<file path="src/hdl/trace_pkg.sv">
// shared constants and types for the trace packet packer
package trace_pkg;

  // ----------------------------------------
  // packet geometry
  // ----------------------------------------
  localparam int ITEM_W = 18;
  localparam int LOW_W = 16;
  localparam int HIGH_W = 2;
  localparam int WORD_W = 32;
  localparam int ITEMS_PER_PKT = 32;
  localparam int WORDS_PER_PKT = 18;
  localparam int PKT_BITS = WORD_W * WORDS_PER_PKT;
  localparam int GROUP_ITEMS = 4;
  localparam int GROUP_BITS = GROUP_ITEMS * ITEM_W;
  localparam int GROUP_HIGH_OFS = GROUP_ITEMS * LOW_W;
  localparam int NUM_GROUPS = ITEMS_PER_PKT / GROUP_ITEMS;

  // ----------------------------------------
  // counters and identifiers
  // ----------------------------------------
  localparam int SRC_W = 5;
  localparam int ICNT_W = 5;
  localparam int WIDX_W = 5;
  localparam logic [ICNT_W-1:0] LAST_ITEM = 5'h1F;
  localparam logic [WIDX_W-1:0] LAST_WORD = 5'h11;
  localparam logic [ICNT_W-1:0] ICNT_RST = 5'h00;
  localparam logic [WIDX_W-1:0] WIDX_RST = 5'h00;
  localparam logic [SRC_W-1:0] SRC_RST = 5'h00;

  // ----------------------------------------
  // layout selector
  // ----------------------------------------
  localparam logic PROTO_DEFAULT = 1'b0;
  localparam logic PROTO_ALT = 1'b1;

  typedef enum logic [1:0] {
    ST_FILL = 2'b01,
    ST_SEND = 2'b10
  } pack_state_e;

endpackage

</file>
<file path="src/hdl/trace_layout.sv">
// item-to-bit placement of one 576-bit packet
`timescale 1ns/10ps
module trace_layout
  import trace_pkg::*;
(
  input wire logic proto,
  input wire logic [ITEMS_PER_PKT*ITEM_W-1:0] items,
  output logic [PKT_BITS-1:0] pkt_vec
);

  logic [PKT_BITS-1:0] dflt_vec;
  logic [PKT_BITS-1:0] alt_vec;

  // ----------------------------------------
  // default layout: per group of four items, four low halves then four 2-bit tops
  // ----------------------------------------
  genvar g, k;
  generate
    for (g = 0; g < NUM_GROUPS; g++) begin : gen_grp
      for (k = 0; k < GROUP_ITEMS; k++) begin : gen_item
        localparam int IDX = g * GROUP_ITEMS + k;
        assign dflt_vec[g*GROUP_BITS + k*LOW_W +: LOW_W] = items[IDX*ITEM_W +: LOW_W];
        assign dflt_vec[g*GROUP_BITS + GROUP_HIGH_OFS + k*HIGH_W +: HIGH_W] =
          items[IDX*ITEM_W + LOW_W +: HIGH_W];
      end
    end
  endgenerate

  // alternate layout: items packed end to end
  assign alt_vec = items;

  assign pkt_vec = (proto == PROTO_ALT) ? alt_vec : dflt_vec;

endmodule

</file>
<file path="src/hdl/trace_packer.sv">
// trace item packer: 32 items of 18 bits into 18-word stream packets
`timescale 1ns/10ps
module trace_packer
  import trace_pkg::*;
(
  input wire logic CLK,
  input wire logic RST_N,
  input wire logic TRACE_PROTO,
  input wire logic ITEM_VALID,
  output logic ITEM_READY,
  input wire logic [ITEM_W-1:0] ITEM_DATA,
  input wire logic [SRC_W-1:0] ITEM_SRC,
  output logic M_AXIS_TVALID,
  input wire logic M_AXIS_TREADY,
  output logic [WORD_W-1:0] M_AXIS_TDATA,
  output logic M_AXIS_TLAST,
  output logic [SRC_W-1:0] M_AXIS_TID
);

  localparam int BUF_W = 1 + SRC_W + WORD_W;

  pack_state_e state_q, state_d;
  logic [ICNT_W-1:0] cnt_q, cnt_d;
  logic [WIDX_W-1:0] widx_q, widx_d;
  logic [SRC_W-1:0] tid_q, tid_d;
  logic proto_q, proto_d;
  logic ready_q, ready_d;
  logic take;
  logic push;
  logic buf_in_ready;
  logic [BUF_W-1:0] buf_in;
  logic [BUF_W-1:0] buf_out;
  logic [ITEM_W-1:0] item_q [ITEMS_PER_PKT];
  logic [ITEM_W-1:0] item_d [ITEMS_PER_PKT];
  logic [ITEMS_PER_PKT*ITEM_W-1:0] items_flat;
  logic [PKT_BITS-1:0] pkt_vec;
  logic [WORD_W-1:0] cur_word;

  // ----------------------------------------
  // item store
  // ----------------------------------------
  // slot cnt_q takes the offered item
  always_comb begin
    item_d = item_q;
    if (take) begin
      item_d[cnt_q] = ITEM_DATA;
    end
  end

  // cleared store keeps the placement checks free of unknowns
  always_ff @(posedge CLK or negedge RST_N) begin
    if (!RST_N) begin
      item_q <= '{default: '0};
    end else begin
      item_q <= item_d;
    end
  end

  genvar i;
  generate
    for (i = 0; i < ITEMS_PER_PKT; i++) begin : gen_flat
      assign items_flat[i*ITEM_W +: ITEM_W] = item_q[i];
    end
  endgenerate

  trace_layout u_layout (
    .proto(proto_q),
    .items(items_flat),
    .pkt_vec(pkt_vec)
  );

  assign cur_word = pkt_vec[widx_q*WORD_W +: WORD_W];

  // ----------------------------------------
  // fill / send sequencer
  // ----------------------------------------
  always_comb begin
    state_d = state_q;
    cnt_d = cnt_q;
    widx_d = widx_q;
    tid_d = tid_q;
    proto_d = proto_q;
    ready_d = ready_q;
    take = 1'b0;
    push = 1'b0;
    case (state_q)
      ST_FILL: begin
        take = ready_q && ITEM_VALID;
        if (take) begin
          if (cnt_q == ICNT_RST) begin
            tid_d = ITEM_SRC;
            proto_d = TRACE_PROTO;
          end
          if (cnt_q == LAST_ITEM) begin
            cnt_d = ICNT_RST;
            widx_d = WIDX_RST;
            state_d = ST_SEND;
            ready_d = 1'b0;
          end else begin
            cnt_d = cnt_q + 5'h01;
          end
        end
      end
      ST_SEND: begin
        push = buf_in_ready;
        if (push) begin
          if (widx_q == LAST_WORD) begin
            widx_d = WIDX_RST;
            state_d = ST_FILL;
            ready_d = 1'b1;
          end else begin
            widx_d = widx_q + 5'h01;
          end
        end
      end
      default: begin
        state_d = ST_FILL;
        cnt_d = ICNT_RST;
        widx_d = WIDX_RST;
        ready_d = 1'b1;
      end
    endcase
  end

  always_ff @(posedge CLK or negedge RST_N) begin
    if (!RST_N) begin
      state_q <= ST_FILL;
      cnt_q <= ICNT_RST;
      widx_q <= WIDX_RST;
      tid_q <= SRC_RST;
      proto_q <= PROTO_DEFAULT;
      ready_q <= 1'b1;
    end else begin
      state_q <= state_d;
      cnt_q <= cnt_d;
      widx_q <= widx_d;
      tid_q <= tid_d;
      proto_q <= proto_d;
      ready_q <= ready_d;
    end
  end

  assign ITEM_READY = ready_q;

  // ----------------------------------------
  // output buffer
  // ----------------------------------------
  assign buf_in = {(widx_q == LAST_WORD), tid_q, cur_word};

  trace_skid #(
    .W(BUF_W)
  ) u_skid (
    .clk(CLK),
    .rst_n(RST_N),
    .in_valid(push),
    .in_ready(buf_in_ready),
    .in_data(buf_in),
    .out_valid(M_AXIS_TVALID),
    .out_ready(M_AXIS_TREADY),
    .out_data(buf_out)
  );

  assign M_AXIS_TLAST = buf_out[BUF_W-1];
  assign M_AXIS_TID = buf_out[WORD_W +: SRC_W];
  assign M_AXIS_TDATA = buf_out[WORD_W-1:0];

  // ----------------------------------------
  // checks
  // ----------------------------------------
  logic [WIDX_W-1:0] beat_q, beat_d;
  logic [SRC_W-1:0] pkt_tid_q, pkt_tid_d;
  logic hs;

  assign hs = M_AXIS_TVALID && M_AXIS_TREADY;

  // beat index and packet TID as seen on the stream
  always_comb begin
    beat_d = beat_q;
    pkt_tid_d = pkt_tid_q;
    if (hs) begin
      beat_d = M_AXIS_TLAST ? WIDX_RST : beat_q + 5'h01;
      if (beat_q == WIDX_RST) begin
        pkt_tid_d = M_AXIS_TID;
      end
    end
  end

  always_ff @(posedge CLK or negedge RST_N) begin
    if (!RST_N) begin
      beat_q <= WIDX_RST;
      pkt_tid_q <= SRC_RST;
    end else begin
      beat_q <= beat_d;
      pkt_tid_q <= pkt_tid_d;
    end
  end
endmodule

</file>
<file path="src/hdl/trace_skid.sv">
// two-entry stream buffer with registered outputs
`timescale 1ns/10ps
module trace_skid #(
  parameter int W = 8
) (
  input wire logic clk,
  input wire logic rst_n,
  input wire logic in_valid,
  output logic in_ready,
  input wire logic [W-1:0] in_data,
  output logic out_valid,
  input wire logic out_ready,
  output logic [W-1:0] out_data
);

  logic out_valid_q, out_valid_d;
  logic [W-1:0] out_data_q, out_data_d;
  logic skid_valid_q, skid_valid_d;
  logic [W-1:0] skid_data_q, skid_data_d;

  // ----------------------------------------
  // next state
  // ----------------------------------------
  always_comb begin
    out_valid_d = out_valid_q;
    out_data_d = out_data_q;
    skid_valid_d = skid_valid_q;
    skid_data_d = skid_data_q;
    if (out_ready || !out_valid_q) begin
      if (skid_valid_q) begin
        out_valid_d = 1'b1;
        out_data_d = skid_data_q;
        skid_valid_d = 1'b0;
      end else begin
        out_valid_d = in_valid;
        if (in_valid) begin
          out_data_d = in_data;
        end
      end
    end else if (in_valid && !skid_valid_q) begin
      // receiver stalled: park the word instead of dropping it
      skid_valid_d = 1'b1;
      skid_data_d = in_data;
    end
  end

  always_ff @(posedge clk or negedge rst_n) begin
    if (!rst_n) begin
      out_valid_q <= 1'b0;
      out_data_q <= '0;
      skid_valid_q <= 1'b0;
      skid_data_q <= '0;
    end else begin
      out_valid_q <= out_valid_d;
      out_data_q <= out_data_d;
      skid_valid_q <= skid_valid_d;
      skid_data_q <= skid_data_d;
    end
  end

  assign in_ready = !skid_valid_q;
  assign out_valid = out_valid_q;
  assign out_data = out_data_q;

endmodule

</file>
<file path="config.mk">
export PLATFORM = sky130hd
export DESIGN_NAME = trace_packer
export DESIGN_NICKNAME = d
export VERILOG_FILES = /design/src/hdl/trace_pkg.sv /design/src/hdl/trace_layout.sv /design/src/hdl/trace_packer.sv /design/src/hdl/trace_skid.sv
export SDC_FILE = /design/constraint.sdc
export NUM_CORES = 1
export LEC_CHECK = 0
export CORE_MARGIN = 2
export CORE_UTILIZATION = 60
export CTS_CLUSTER_DIAMETER = 200
export DETAILED_ROUTE_END_ITERATION = 10
export DONT_BUFFER_PORTS = 1
export GPL_TIMING_DRIVEN = 0
export PLACE_DENSITY_LB_ADDON = 0.3
export SLEW_MARGIN = 0
export SYNTH_ARGS = -nofsm -noshare
export SYNTH_HDL_FRONTEND = slang
export SYNTH_HIERARCHICAL = 1
export SYNTH_SLANG_ARGS = --single-unit
</file>
<file path="constraint.sdc">
create_clock -name CLK -period 4.4 [get_ports CLK]
set_input_delay 0.44 -clock CLK [delete_from_list [all_inputs] [get_ports CLK]]
set_output_delay 0.44 -clock CLK [all_outputs]
set_load 0.05 [all_outputs]
</file>
* Word-level counts from Yosys, hierarchy flattened
Cells that the tools add are included.
** Word-level totals
- Output and inout bits :: 40
- Word-level logic and storage cells :: 102
- Flip-flop bits (word level) :: 673
- Input bits :: 28
** Cells by class
- Magnitude comparators :: 2
- Muxes and demuxes :: 29
- Equal/unequal tests :: 8
- Bitwise gates (word level) :: 3
- Reduce and logical (&&, ||, !) cells :: 15
- Shift-type cells :: 1
- $add $sub $neg :: 2
** Operators by type and width (count)
- 576-bit bitwise mux :: 1
- 576-bit by 11-bit indexed part select with 32-bit output :: 1
- 574-bit two-way mux :: 1
- 18-bit demux with 5-bit select :: 1
- 38-bit two-way mux :: 2
- 5-bit two-way mux :: 6
- 5-bit one-hot mux with 2 select lines :: 2
- 18-bit two-way mux :: 1
- 5-bit by 1-bit adder with 5-bit output, second input constant :: 2
- 5-bit equality test, second input constant :: 2
- 1-bit two-way mux :: 9
- 2-bit two-way mux :: 4
- 6-bit greater-or-equal comparator, second input constant :: 1
- 6-bit by 1-bit < comparator with 1-bit output, second input constant :: 1
- 2-bit inequality test, second input constant :: 3
- 5-bit NOT with 6-bit output :: 1
- 2-bit AND reduction :: 3
- 3-bit AND reduction :: 2
- 5-bit zero test :: 1
- 2-bit one-hot mux with 2 select lines :: 1
- 4-bit AND reduction :: 1
- 2-bit nonzero test :: 2
- 1-bit logical AND :: 3
- 2-bit by 1-bit equality test with 1-bit output, second input constant :: 1
- 6 further kinds :: 8

* Depth between registers and ports, before layout
Gate-level depths: netlist of the first run.
- Word-level depth :: 6
- Depth in mapped cells :: 10
- Depth with buffers taken out :: 7

* Hierarchy
The synthesis of the first run kept the hierarchy.
** By module, submodules not included
- trace_packer :: seq. area each 14865.5 um2, instances 1, cells an instance 1882, area an instance 27415.0 um2
- trace_layout :: seq. area each 0.0 um2, instances 1, cells an instance 624, area an instance 6454.9 um2
- trace_skid :: seq. area each 1951.9 um2, instances 1, cells an instance 212, area an instance 3458.3 um2

* Least setup slack after synthesis of the first run
OpenSTA, ideal clock, no wires.
- Kind :: register to register
- Start point :: reg proto_q
- End point :: reg u_skid.out_data_q[30], in the netlist u_skid/out_data[30]
- Setup time :: 0.125 ns
- Stages on the path, launching flop included :: 10
- Data required time :: 4.275 ns
- Buffers on the path :: 3
- Data arrival time :: 2.379 ns
- Period minus slack after synthesis :: 2.504 ns
- Slack :: 1.896 ns
- Cell sequence :: dfrtp_1 buf_6 buf_6 buf_6 mux2_2 mux4_2 a22oi_1 o311ai_0 mux2_2 mux2_2
** On the way
- Cells in the longest elaborated chain, start to end :: 4
** RTL lines
- from (decl) :: RTL line trace_packer.sv:26 : logic proto_q, proto_d;
- from (signal assigned) :: RTL line trace_packer.sv:138 : proto_q <= proto_d;
- 574-bit two-way mux :: RTL line trace_layout.sv:32 : assign pkt_vec = (proto == PROTO_ALT) ? alt_vec : dflt_vec;
- net pkt_vec[254] :: RTL line trace_packer.sv:36 : logic [PKT_BITS-1:0] pkt_vec;
- 576-bit by 11-bit indexed part select with 32-bit output :: RTL line trace_packer.sv:72 : assign cur_word = pkt_vec[widx_q*WORD_W +: WORD_W];
- net buf_in[30] :: RTL line trace_packer.sv:31 : logic [BUF_W-1:0] buf_in;
- 38-bit two-way mux :: RTL line trace_skid.sv:36 : if (in_valid) begin
- 38-bit two-way mux :: RTL line trace_skid.sv:30 : if (skid_valid_q) begin
- to (signal assigned) :: RTL line trace_skid.sv:55 : out_data_q <= out_data_d;
- to (decl) :: RTL line trace_skid.sv:17 : logic [W-1:0] out_data_q, out_data_d;
The timed path passes the listed nets, and every way through them passes these cells. The select of a mux whose other input is x is not followed.
A chain may end at the register's enable or synchronous reset.

* Worst setup path in the final report of the first run
- Start point :: reg widx_q[0]
- End point :: reg u_skid.out_data_q[8], in the netlist u_skid/out_data[8]
** On the way
- Cells in the longest elaborated chain, start to end :: 3
** RTL lines
- from (decl) :: RTL line trace_packer.sv:24 : logic [WIDX_W-1:0] widx_q, widx_d;
- from (signal assigned) :: RTL line trace_packer.sv:136 : widx_q <= widx_d;
- 576-bit by 11-bit indexed part select with 32-bit output :: RTL line trace_packer.sv:72
- net buf_in[8] :: RTL line trace_packer.sv:31
- 38-bit two-way mux :: RTL line trace_skid.sv:36
- 38-bit two-way mux :: RTL line trace_skid.sv:30
The timed path passes the listed nets, and every way through them passes these cells. The select of a mux whose other input is x is not followed.

==> qor.yml, run 1 <==
grt_antenna_before_repair: 12
p_leak_nw: 18.8
vias: 24600
end_kind: "register"
ys_seq_elements: 672
hp-class: "input pin to asynchronous set/reset pin"
cts_buffers: 75
cap_violations: 0
routed_via_density: 6.62
synth_top_family_by_area: "multiplexers"
synth.avg_cell_area_sq_um: 13.7
dp.final_hpwl_mm: 93.7
synthFlopType: "dfrtp_1"
clockRootBuffer: "clkbuf_16"
num_rows: 91
criticalPathCategory: "register to register"
ys_top_cells_by_area: "dfrtp_1 45%, mux2_2 33%, mux2i_1 4.2%"
fin_crit_sh_pct: 102
drv_slew: 449
rsz0062_at_grt: "no"
ir_worst_vdd_uv: 510
setup_viol: 5
status: "complete, but fails checks"
place_congestion: 1.01
cp_max_fo: 10
synth_common_cells: "1082 x mux2_2, 671 x dfrtp_1, 167 x buf_4, 155 x mux2i_1, 82 x clkbuf_1"
post-cts-setup-buffer-count: 0
yosysSeqAreaShare_pct: 45.1
slowest_stage: "o311ai_0"
cts_sinks: 672
worst_ep_required_time_ns: 4.92
yosys-mux-area-fraction_pct: 42.6
synthAdderAreaFrac_pct: 0.235
die_area_sq_um: 64200
ant_nets: 0
layout.nets: 2855
synth_xor_area_share_pct: 0
die_y_um: 253
grt-ovfl-total: 0
fin_crit_ns: 4.48
reg2reg_depth: 10
fp.coreArea_sq_um: 61600
slew_headroom_pct: -58.1
route.final.wire_length_mm: 131
cts_max_level: 3
clk_latency_ns: 0.65
worst-path-buf-inv: 4
drive_above_1_share_pct: 56.0
path_clk_slew_ns: 0.06
drc: 0
p_total_mw: 30.7
wl_per_cell_um: 35.3
syn_to_final_growth_pct: 10.2
violations: "hold timing, slew limit, setup timing"
die_w_um: 253
first_global_vias: 25100
yosys.area_share.simple_pct: 2.38
portBuffers: 0
grt_max_degree: 673
synthMostInstantiatedCell: "mux2_2"
cp_top_family: "compound AO/OA/AOI/OAI gates"
critical_path_cell_count: 10
slowest_delay_ns: 0.65
fmax_mhz: 223
yosysWarnings: 6
timing.final.ws_setup_ns: -0.0828
cp_cell_sequence: "buf_2 > buf_4 > buf_2 > buf_2 > mux2i_1 > o22ai_1 > o21ai_0 > o311ai_0 > mux2_2 > mux2_4"
grt_pass1_wl_mm: 185
cpMostUsedCell: "buf_2"
hold_viol_final: 552
drt_iter0_drc: 2641
fin_worst_skew_ns: 0.0274
design_area_sq_um: 41100
synth_top_cell_area_share_pct: 45.0
syn-cell-area_sq_um: 37300
power.density_nw_per_um2: 746
clockBufferDepth: 3
yosys.area.top_type: "dfrtp_1"
worst_setup_path_start_kind: "register"
grt_use_total_pct: 41.4
synth_fp_nets: 2753
synthCells: 2718
io_pins: 68
synth_edf_count: 0
finalNonFillerCells: 3716
synth_compound_area_share_pct: 2.96
async_flop_share_pct: 100
tns_ns: -0.262
first_pass_iters: 6
synth_cell_type_count: 51
placed_cells_incl_taps: 3555
worst_pin_slew_ns: 2.37
fin_hold_ws_ns: -0.507
post_dp_cell_area_sq_um: 38400
cts_tree: "built"
crit_arrival_ns: 5.00
ctsHoldBuffers: 25
initial_core_util_pct: 60.6
==> what timing repair did <==
action / in CTS / in global routing
gates resized for setup: 3 / 1
endpoints found under the hold margin: 716 / 672
endpoints found under the setup margin: 3 / 1
==> worst reg2reg max path: stages, from the launching register on <==
cell and delay (ns):
dfrtp_1 0.40, buf_2 0.19, buf_4 0.31, buf_2 0.46, buf_2 0.44, mux2i_1 0.41
o22ai_1 0.15, o21ai_0 0.64, o311ai_0 0.65, mux2_2 0.47, mux2_4 0.25
==> worst paths after layout <==
| path | slack (ns) | endpoint | from |
|---|---|---|---|
| min in group CLK | 0.18 | state_q[0] | ITEM_VALID |
| max | -0.08 | u_skid/out_data[8] | widx_q[0] |
| max in group asynchronous | 3.02 | state_q[1] | RST_N |
| min reg2reg | 0.48 | u_skid/skid_data_q[21] | u_skid/skid_data_q[21] |
| max reg2reg | -0.08 | u_skid/out_data[8] | widx_q[0] |
| min | -0.51 | item_q[573] | RST_N |
==> flip-flops by register name (all words and copies together), names as in the netlist <==
| name | cells |
|---|---|
| item_q | 576 |
| tid_q | 5 |
| proto_q | 1 |
| state_q | 2 |
| u_skid/skid_valid_q | 1 |
| u_skid/skid_data_q | 38 |
| u_skid/out_valid | 1 |
| widx_q | 5 |
| u_skid/out_data | 38 |
| cnt_q | 5 |
==> power breakdown <==
part           switching (mW)  internal, mW  leakage (nW)  total [mW]
registers                1.82          8.43          8.86        10.2
logic                    7.11          6.93          8.67        14.0
clock network            2.71          3.69          1.22        6.41
==> cells in the final DEF, fill, tap and decap left out, drive strengths merged, types with 2 or more instances in the layout <==
cell         count
buf            279
and2             4
nor2b            5
o21ai           25
dlygate4sd3     25
diode            2
a21oi           16
bufinv           3
nor3b            6
a22oi           41
o22ai           31
clkinv          11
mux4            63
o211ai           8
mux2i          155
dfrtp          671
clkbuf         193
inv             11
or3b             2
mux2          1138
nand2b           5
ha               7
o2111ai          9
nor2            27
clkinvlp         3
o21a             2
and3             6
nand3           21
nand3b           5
o311ai          24
nand2           71
==> layout make-up <==
type / count / area [sq um]
fillers: 4507 / 20500
plain buffers: 361 / 2520
inverters: 5 / 18.8
flip-flops and latches: 672 / 16800
clock buffers: 111 / 2210
well taps: 837 / 1050
multi-input cells: 1680 / 18000
repair buffers: 25 / 250
clock inverters: 23 / 280
diodes: 2 / 5.00
==> metal layers <==
layer,global-route usage (%),wire (um),up-vias
met5,0,23,-
met4,20.3,7340,4
met3,11.6,13300,312
met2,59.7,55800,1279
met1,57.5,54500,12900
li1,-,-,10100
==> cell families after synthesis <==
group           count (synthesis)
compound gates                160
flops                         672
buf+inv                       366
simple gates                  157
fa+ha+maj                       7
mux                          1356
==> stage by stage <==
| step | setup slack [ns] | utilization (%) |
|---|---|---|
| floorplan | 1.90 | - |
| global placement | -0.107 | 62.3 |
| detailed placement | -0.176 | 62.3 |
| CTS | 0.0598 | 66.8 |
| global route | 0.00314 | 66.8 |
| finish | -0.0828 | 66.8 |
(Power assumes the default switching activity.)
==> inputs of run 2 (changes only) <==
- CAP_MARGIN: not set -> 20
- CORE_UTILIZATION: 60 -> 30
- clock period: 4.4 -> 4.66 ns (I/O delays scaled with it)
==> run 2 against run 1 <==
  * Critical endpoint is now u_skid/out_data[13]
  * Cell count increased by 22%
  * The run ends with setup timing left
  * Hold slack improved by 0.55 ns
  * Routed wire length increased by 8.4%
  * Critical path type unchanged
==> qor.yml, run 2 (synthesis gave the netlist of run 1 again) <==
slew_headroom_pct: 14.1
drc: 0
worst_ep_required_time_ns: 5.19
cts_sinks: 672
cts_buffers: 75
ir_worst_vdd_uv: 280
clockBufferDepth: 3
grt_antenna_before_repair: 11
power.density_nw_per_um2: 687
fin_crit_ns: 4.80
vias: 24000
clockRootBuffer: "clkbuf_16"
fp.coreArea_sq_um: 124000
fin_hold_ws_ns: 0.0446
final_common_cell: "mux2_2"
cap_violations: 0
fin_worst_skew_ns: 0.0260
drv_slew: 0
status: "complete, but fails checks"
crit_arrival_ns: 5.32
violations: "setup timing"
setup_viol: 1
r2r_slack_ns: -0.14
wl_per_cell_um: 31.3
worst_setup_path_start_kind: "register"
slowest_stage: "o21ai_0"
cp_max_fo: 10
initial_core_util_pct: 30.2
num_rows: 129
cpMostUsedCell: "buf_2"
syn_to_final_growth_pct: 13.9
largest_register_ffs: 576
cts_max_level: 3
drive_above_1_share_pct: 56.2
hp-class: "input pin to register"
timing.final.ws_setup_ns: -0.137
first_pass_iters: 5
grt-ovfl-total: 0
die_y_um: 357
die_w_um: 357
portBuffers: 0
grt_use_total_pct: 22.1
io_pins: 68
slowest_delay_ns: 0.91
first_global_vias: 24100
drt_iter0_drc: 2294
path_clk_slew_ns: 0.06
p_leak_nw: 18.9
fin_crit_sh_pct: 103
clk_latency_ns: 0.64
grt_max_degree: 673
ant_nets: 0
die_area_sq_um: 127000
final_util_pct: 34.4
hold_viol_final: 0
cts_tree: "built"
layout.nets: 2880
regMostFlops: "item_q"
route.final.wire_length_mm: 142
rsz0062_at_grt: "no"
most-common-layout-cells: "1082 x mux2_2, 671 x dfrtp_1, 167 x buf_4"
cp_cell_sequence: "buf_2 > buf_4 > buf_2 > buf_2 > mux2i_1 > o22ai_1 > o21ai_0 > o311ai_0 > mux2_2 > mux2_4"
worst_pin_slew_ns: 1.29
dp.final_hpwl_mm: 103
criticalPathCategory: "register to register"
place_congestion: 0.965
p_total_mw: 29.2
end_kind: "register"
grt_pass1_wl_mm: 197
routed_via_density: 5.28
fmax_mhz: 208
## run 2: changes by cell type in the layout (fill, tap and decap cells not counted), moves of 3 or more
| cell | change |
|---|---|
| inv_16 | -3 |
| buf_16 | +8 |
| diode_2 | +7 |
| clkbuf_1 | +3 |
| buf_8 | +13 |
## run 2: final timing paths
check | depth (start not counted) | end | startpoint
setup / recovery | 10 | u_skid/out_data[13] | widx_q[0]
min in group asynchronous | 2 | item_q[376] | RST_N
max in group asynchronous | 4 | item_q[105] | RST_N
setup reg to reg | 10 | u_skid/out_data[13] | widx_q[0]
hold reg to reg | 1 | u_skid/skid_data_q[32] | u_skid/skid_data_q[32]
hold / removal | 2 | u_skid/skid_valid_q | M_AXIS_TREADY
## run 2: layer usage
| metal | global-route usage (%) | up-vias | wire length (um) | part of all wire (%) |
|---|---|---|---|---|
| met3 | 3.69 | 227 | 8850 | 6.2 |
| met4 | 10.2 | 4 | 6830 | 4.8 |
| met1 | 29.8 | 12800 | 61500 | 43 |
| met5 | 0 | - | 26 | 0.018 |
| met2 | 34.6 | 884 | 64900 | 46 |
| li1 | - | 10100 | - | - |
## run 2: cell type report
cell class	instances	area, sq um
Sequential cell	672	16800
Buffer	361	2520
Clock buffer	115	2260
Timing Repair Buffer	50	698
Clock inverter	15	165
Multi-Input combinational cell	1680	18000
Inverter	5	18.8
Fill cell	12200	81100
Tap cell	1637	2050
Antenna cell	9	22.5
## run 2: repair_timing
action,CTS,global route
hold endpoints to repair,713,55
buffers inserted,0,0
setup endpoints to repair,2,0
hold buffers,24,1
gates resized for setup,2,0
## run 2: worst max-delay path, delay by kind of cell, from the launching register on
family	cells	cell delay [ns]
muxes	3	0.99
DFF	1	0.39
buffers and inverters	4	1.62
AOI/OAI and AO/OA	3	1.65
## run 2: per-stage QoR
stage	setup WS, ns	instances	setup TNS (ns)	instance area, sq um
after global placement	-0.228	4355	-0.458	39400
after global routing	0.0183	4543	0	42500
final	-0.137	4544	-0.137	42500
after detailed placement	-0.183	4373	-0.195	39700
after floorplan	2.16	2718	0	37300
after CTS	0.00767	4527	0	42400
## run 2: where the power goes
part / switching [mW] / internal (mW) / total [mW]
sequential: 1.72 / 7.96 / 9.67
combinational: 6.86 / 6.61 / 13.5
clock: 2.56 / 3.50 / 6.05
==> inputs of run 3 (changes only) <==
--- a/config.mk
+++ b/config.mk
@@ -6,5 +6,4 @@
 export NUM_CORES = 1
 export LEC_CHECK = 0
-export CAP_MARGIN = 20
 export CORE_MARGIN = 2
 export CORE_UTILIZATION = 30
@@ -14,4 +13,5 @@
 export GPL_TIMING_DRIVEN = 0
 export PLACE_DENSITY_LB_ADDON = 0.3
+export SKIP_LAST_GASP = 1
 export SLEW_MARGIN = 0
 export SYNTH_ARGS = -nofsm -noshare
==> constraint.sdc (replaced) <==
create_clock -name CLK -period 4.66 [get_ports CLK]
set_input_delay 0.699 -clock CLK [delete_from_list [all_inputs] [get_ports CLK]]
set_output_delay 0.699 -clock CLK [all_outputs]
set_load 0.05 [all_outputs]
==> run 3 against run 2 <==
  * The run ends with hold timing, slew limit, setup timing left
  * Cell count shrank 1.1%
  * Via count shrank 0.71%
  * Final area shrank 1.2%
  * Combinational power is essentially flat
  * Routed wire length shrank 0.99%
  * Register-to-register slack lost 0.02 ns
  * Clock power grew 5.8%
  * Maximum frequency shrank 0.44%
  * Worst setup slack lost 0.021 ns
  * Critical path type unchanged
  * Largest cell class unchanged
==> qor.yml, run 3 (synthesis gave the netlist of run 1 again) <==
grt_max_degree: 673
drc: 0
clockRootBuffer: "clkbuf_16"
layout.nets: 2831
p_sw_mw: 11.1
grt_pass1_wl_mm: 196
ir_worst_vdd_uv: 343
ant_nets: 0
setup_viol: 5
rsz0062_at_grt: "no"
fp.coreArea_sq_um: 124000
final_common_cell: "mux2_2"
largest_register_ffs: 576
p_sw_share_pct: 37.8
cpMostUsedCell: "buf_2"
fin_hold_ws_ns: -0.0893
p_comb_share_pct: 45.2
fmax_mhz: 208
fin_worst_skew_ns: 0.0268
r2r-start: "widx_q[0]"
initial_core_util_pct: 30.2
slowest_stage: "o21ai_0"
clk_latency_ns: 0.65
post-place-ws_ns: -0.192
die_y_um: 357
cap_violations: 0
power.density_nw_per_um2: 698
place_congestion: 0.965
io_pins: 68
worst-path-buf-inv: 4
most-common-layout-cells: "1082 x mux2_2, 671 x dfrtp_1, 167 x buf_4"
routed_via_density: 5.30
cts_buffers: 76
p_int_mw: 18.2
die_area_sq_um: 127000
n_fill_cell: 12300
fin_crit_sh_pct: 103
hold_viol_final: 54
p_total_mw: 29.3
finalNonFillerCells: 4496
wl_per_cell_um: 31.3
cts_max_level: 3
p_clk_share_pct: 21.8
criticalPathCategory: "register to register"
drive_above_1_share_pct: 56.7
violations: "hold timing, slew limit, setup timing"
drv_slew: 607
cts_tree: "built"
hp-class: "input pin to asynchronous set/reset pin"
path_clk_slew_ns: 0.06
final_util_pct: 34.0
worst_setup_path_start_kind: "register"
portBuffers: 0
worst_ep_required_time_ns: 5.18
seq_power_share_pct: 33.0
first_pass_iters: 5
grt_antenna_before_repair: 7
first_global_vias: 24100
clockBufferDepth: 3
cts_sinks: 672
p_leak_nw: 18.7
status: "complete, but fails checks"
tns_ns: -0.391
drt_iter0_drc: 2167
worst_pin_slew_ns: 4.02
num_rows: 129
grt_use_total_pct: 21.9
vias: 23800
cp_top_family: "compound AO/OA/AOI/OAI gates"
route.final.wire_length_mm: 141
cp_cell_sequence: "buf_2 > buf_4 > buf_2 > buf_2 > mux2i_1 > o22ai_1 > o21ai_0 > o311ai_0 > mux2_2 > mux2_4"
dp.final_hpwl_mm: 100
cp_max_fo: 10
crit_arrival_ns: 5.34
die_w_um: 357
crit_start: "widx_q[0]"
grt-ovfl-total: 0
slew_headroom_pct: -168
regMostFlops: "item_q"
timing.final.ws_setup_ns: -0.158
end_kind: "register"
syn_to_final_growth_pct: 12.5
slowest_delay_ns: 0.89
placed_cells_incl_taps: 4355
fin_crit_ns: 4.82
## run 3: cell count changes in the layout (fill, tap and decap cells not counted), moves of 5 or more
cell and change:
buf_16 -8, buf_8 -13, clkbuf_1 -6, clkinv_2 +5, diode_2 -6, dlygate4sd3_1 -25
## run 3: area by class of cell
class                      instances  area, sq um  share of cell area, %
antenna                            3         7.51                 0.0179
sequential                       672        16800                   40.0
buffer                           361         2520                   6.01
tap                             1637         2050                   4.88
inverter                           5         18.8                 0.0447
clock inverter                    25          314                  0.748
multi-input combinational       1680        18000                   42.8
clock buffer                     113         2300                   5.49
## run 3: what timing repair did
action | in CTS | in global routing
resized for setup | 2 | 1
endpoints found under the hold margin | 671 | 464
endpoints found under the setup margin | 2 | 1
setup buffers | 0 | 0
pin swaps | 0 | 0
## run 3: through the flow
stage                     hold slack [ns]  cell area (sq um)
final                             -0.0893              42000
after global routing               -0.125              42000
after CTS                          -0.146              42000
after detailed placement            0.468              39400
after global placement              0.461              39400
after floorplan                     0.403              37300
## run 3: power groups by stage
| stage | Combinational, mW | Clock [mW] | Sequential, mW |
|---|---|---|---|
| after floorplan | 8.91 | 0 | 9.05 |
| after global placement | 12.9 | 0 | 9.68 |
| after detailed placement | 12.9 | 0 | 9.74 |
| after CTS | 13.0 | 6.50 | 9.64 |
| after global routing | 13.6 | 6.72 | 9.96 |
| final | 13.2 | 6.40 | 9.69 |
## run 3: final timing paths
check	to	slack (ns)	depth (start not counted)
worst max register to register	u_skid/out_data[13]	-0.16	10
worst min register to register	u_skid/skid_data_q[20]	0.48	1
max in group asynchronous	item_q[237]	1.77	0
min in group CLK	item_q[33]	0.20	1
worst max-delay path	u_skid/out_data[13]	-0.16	10
worst min-delay path	item_q[376]	-0.09	0
## run 3: per-layer routing
metal / track usage (%) / part of all wire [%] / routed length (um)
met5: 0 / 0.024 / 34
met4: 10.6 / 5.1 / 7190
met2: 34.0 / 45 / 63900
met1: 29.5 / 43 / 61200
met3: 3.60 / 6.0 / 8410
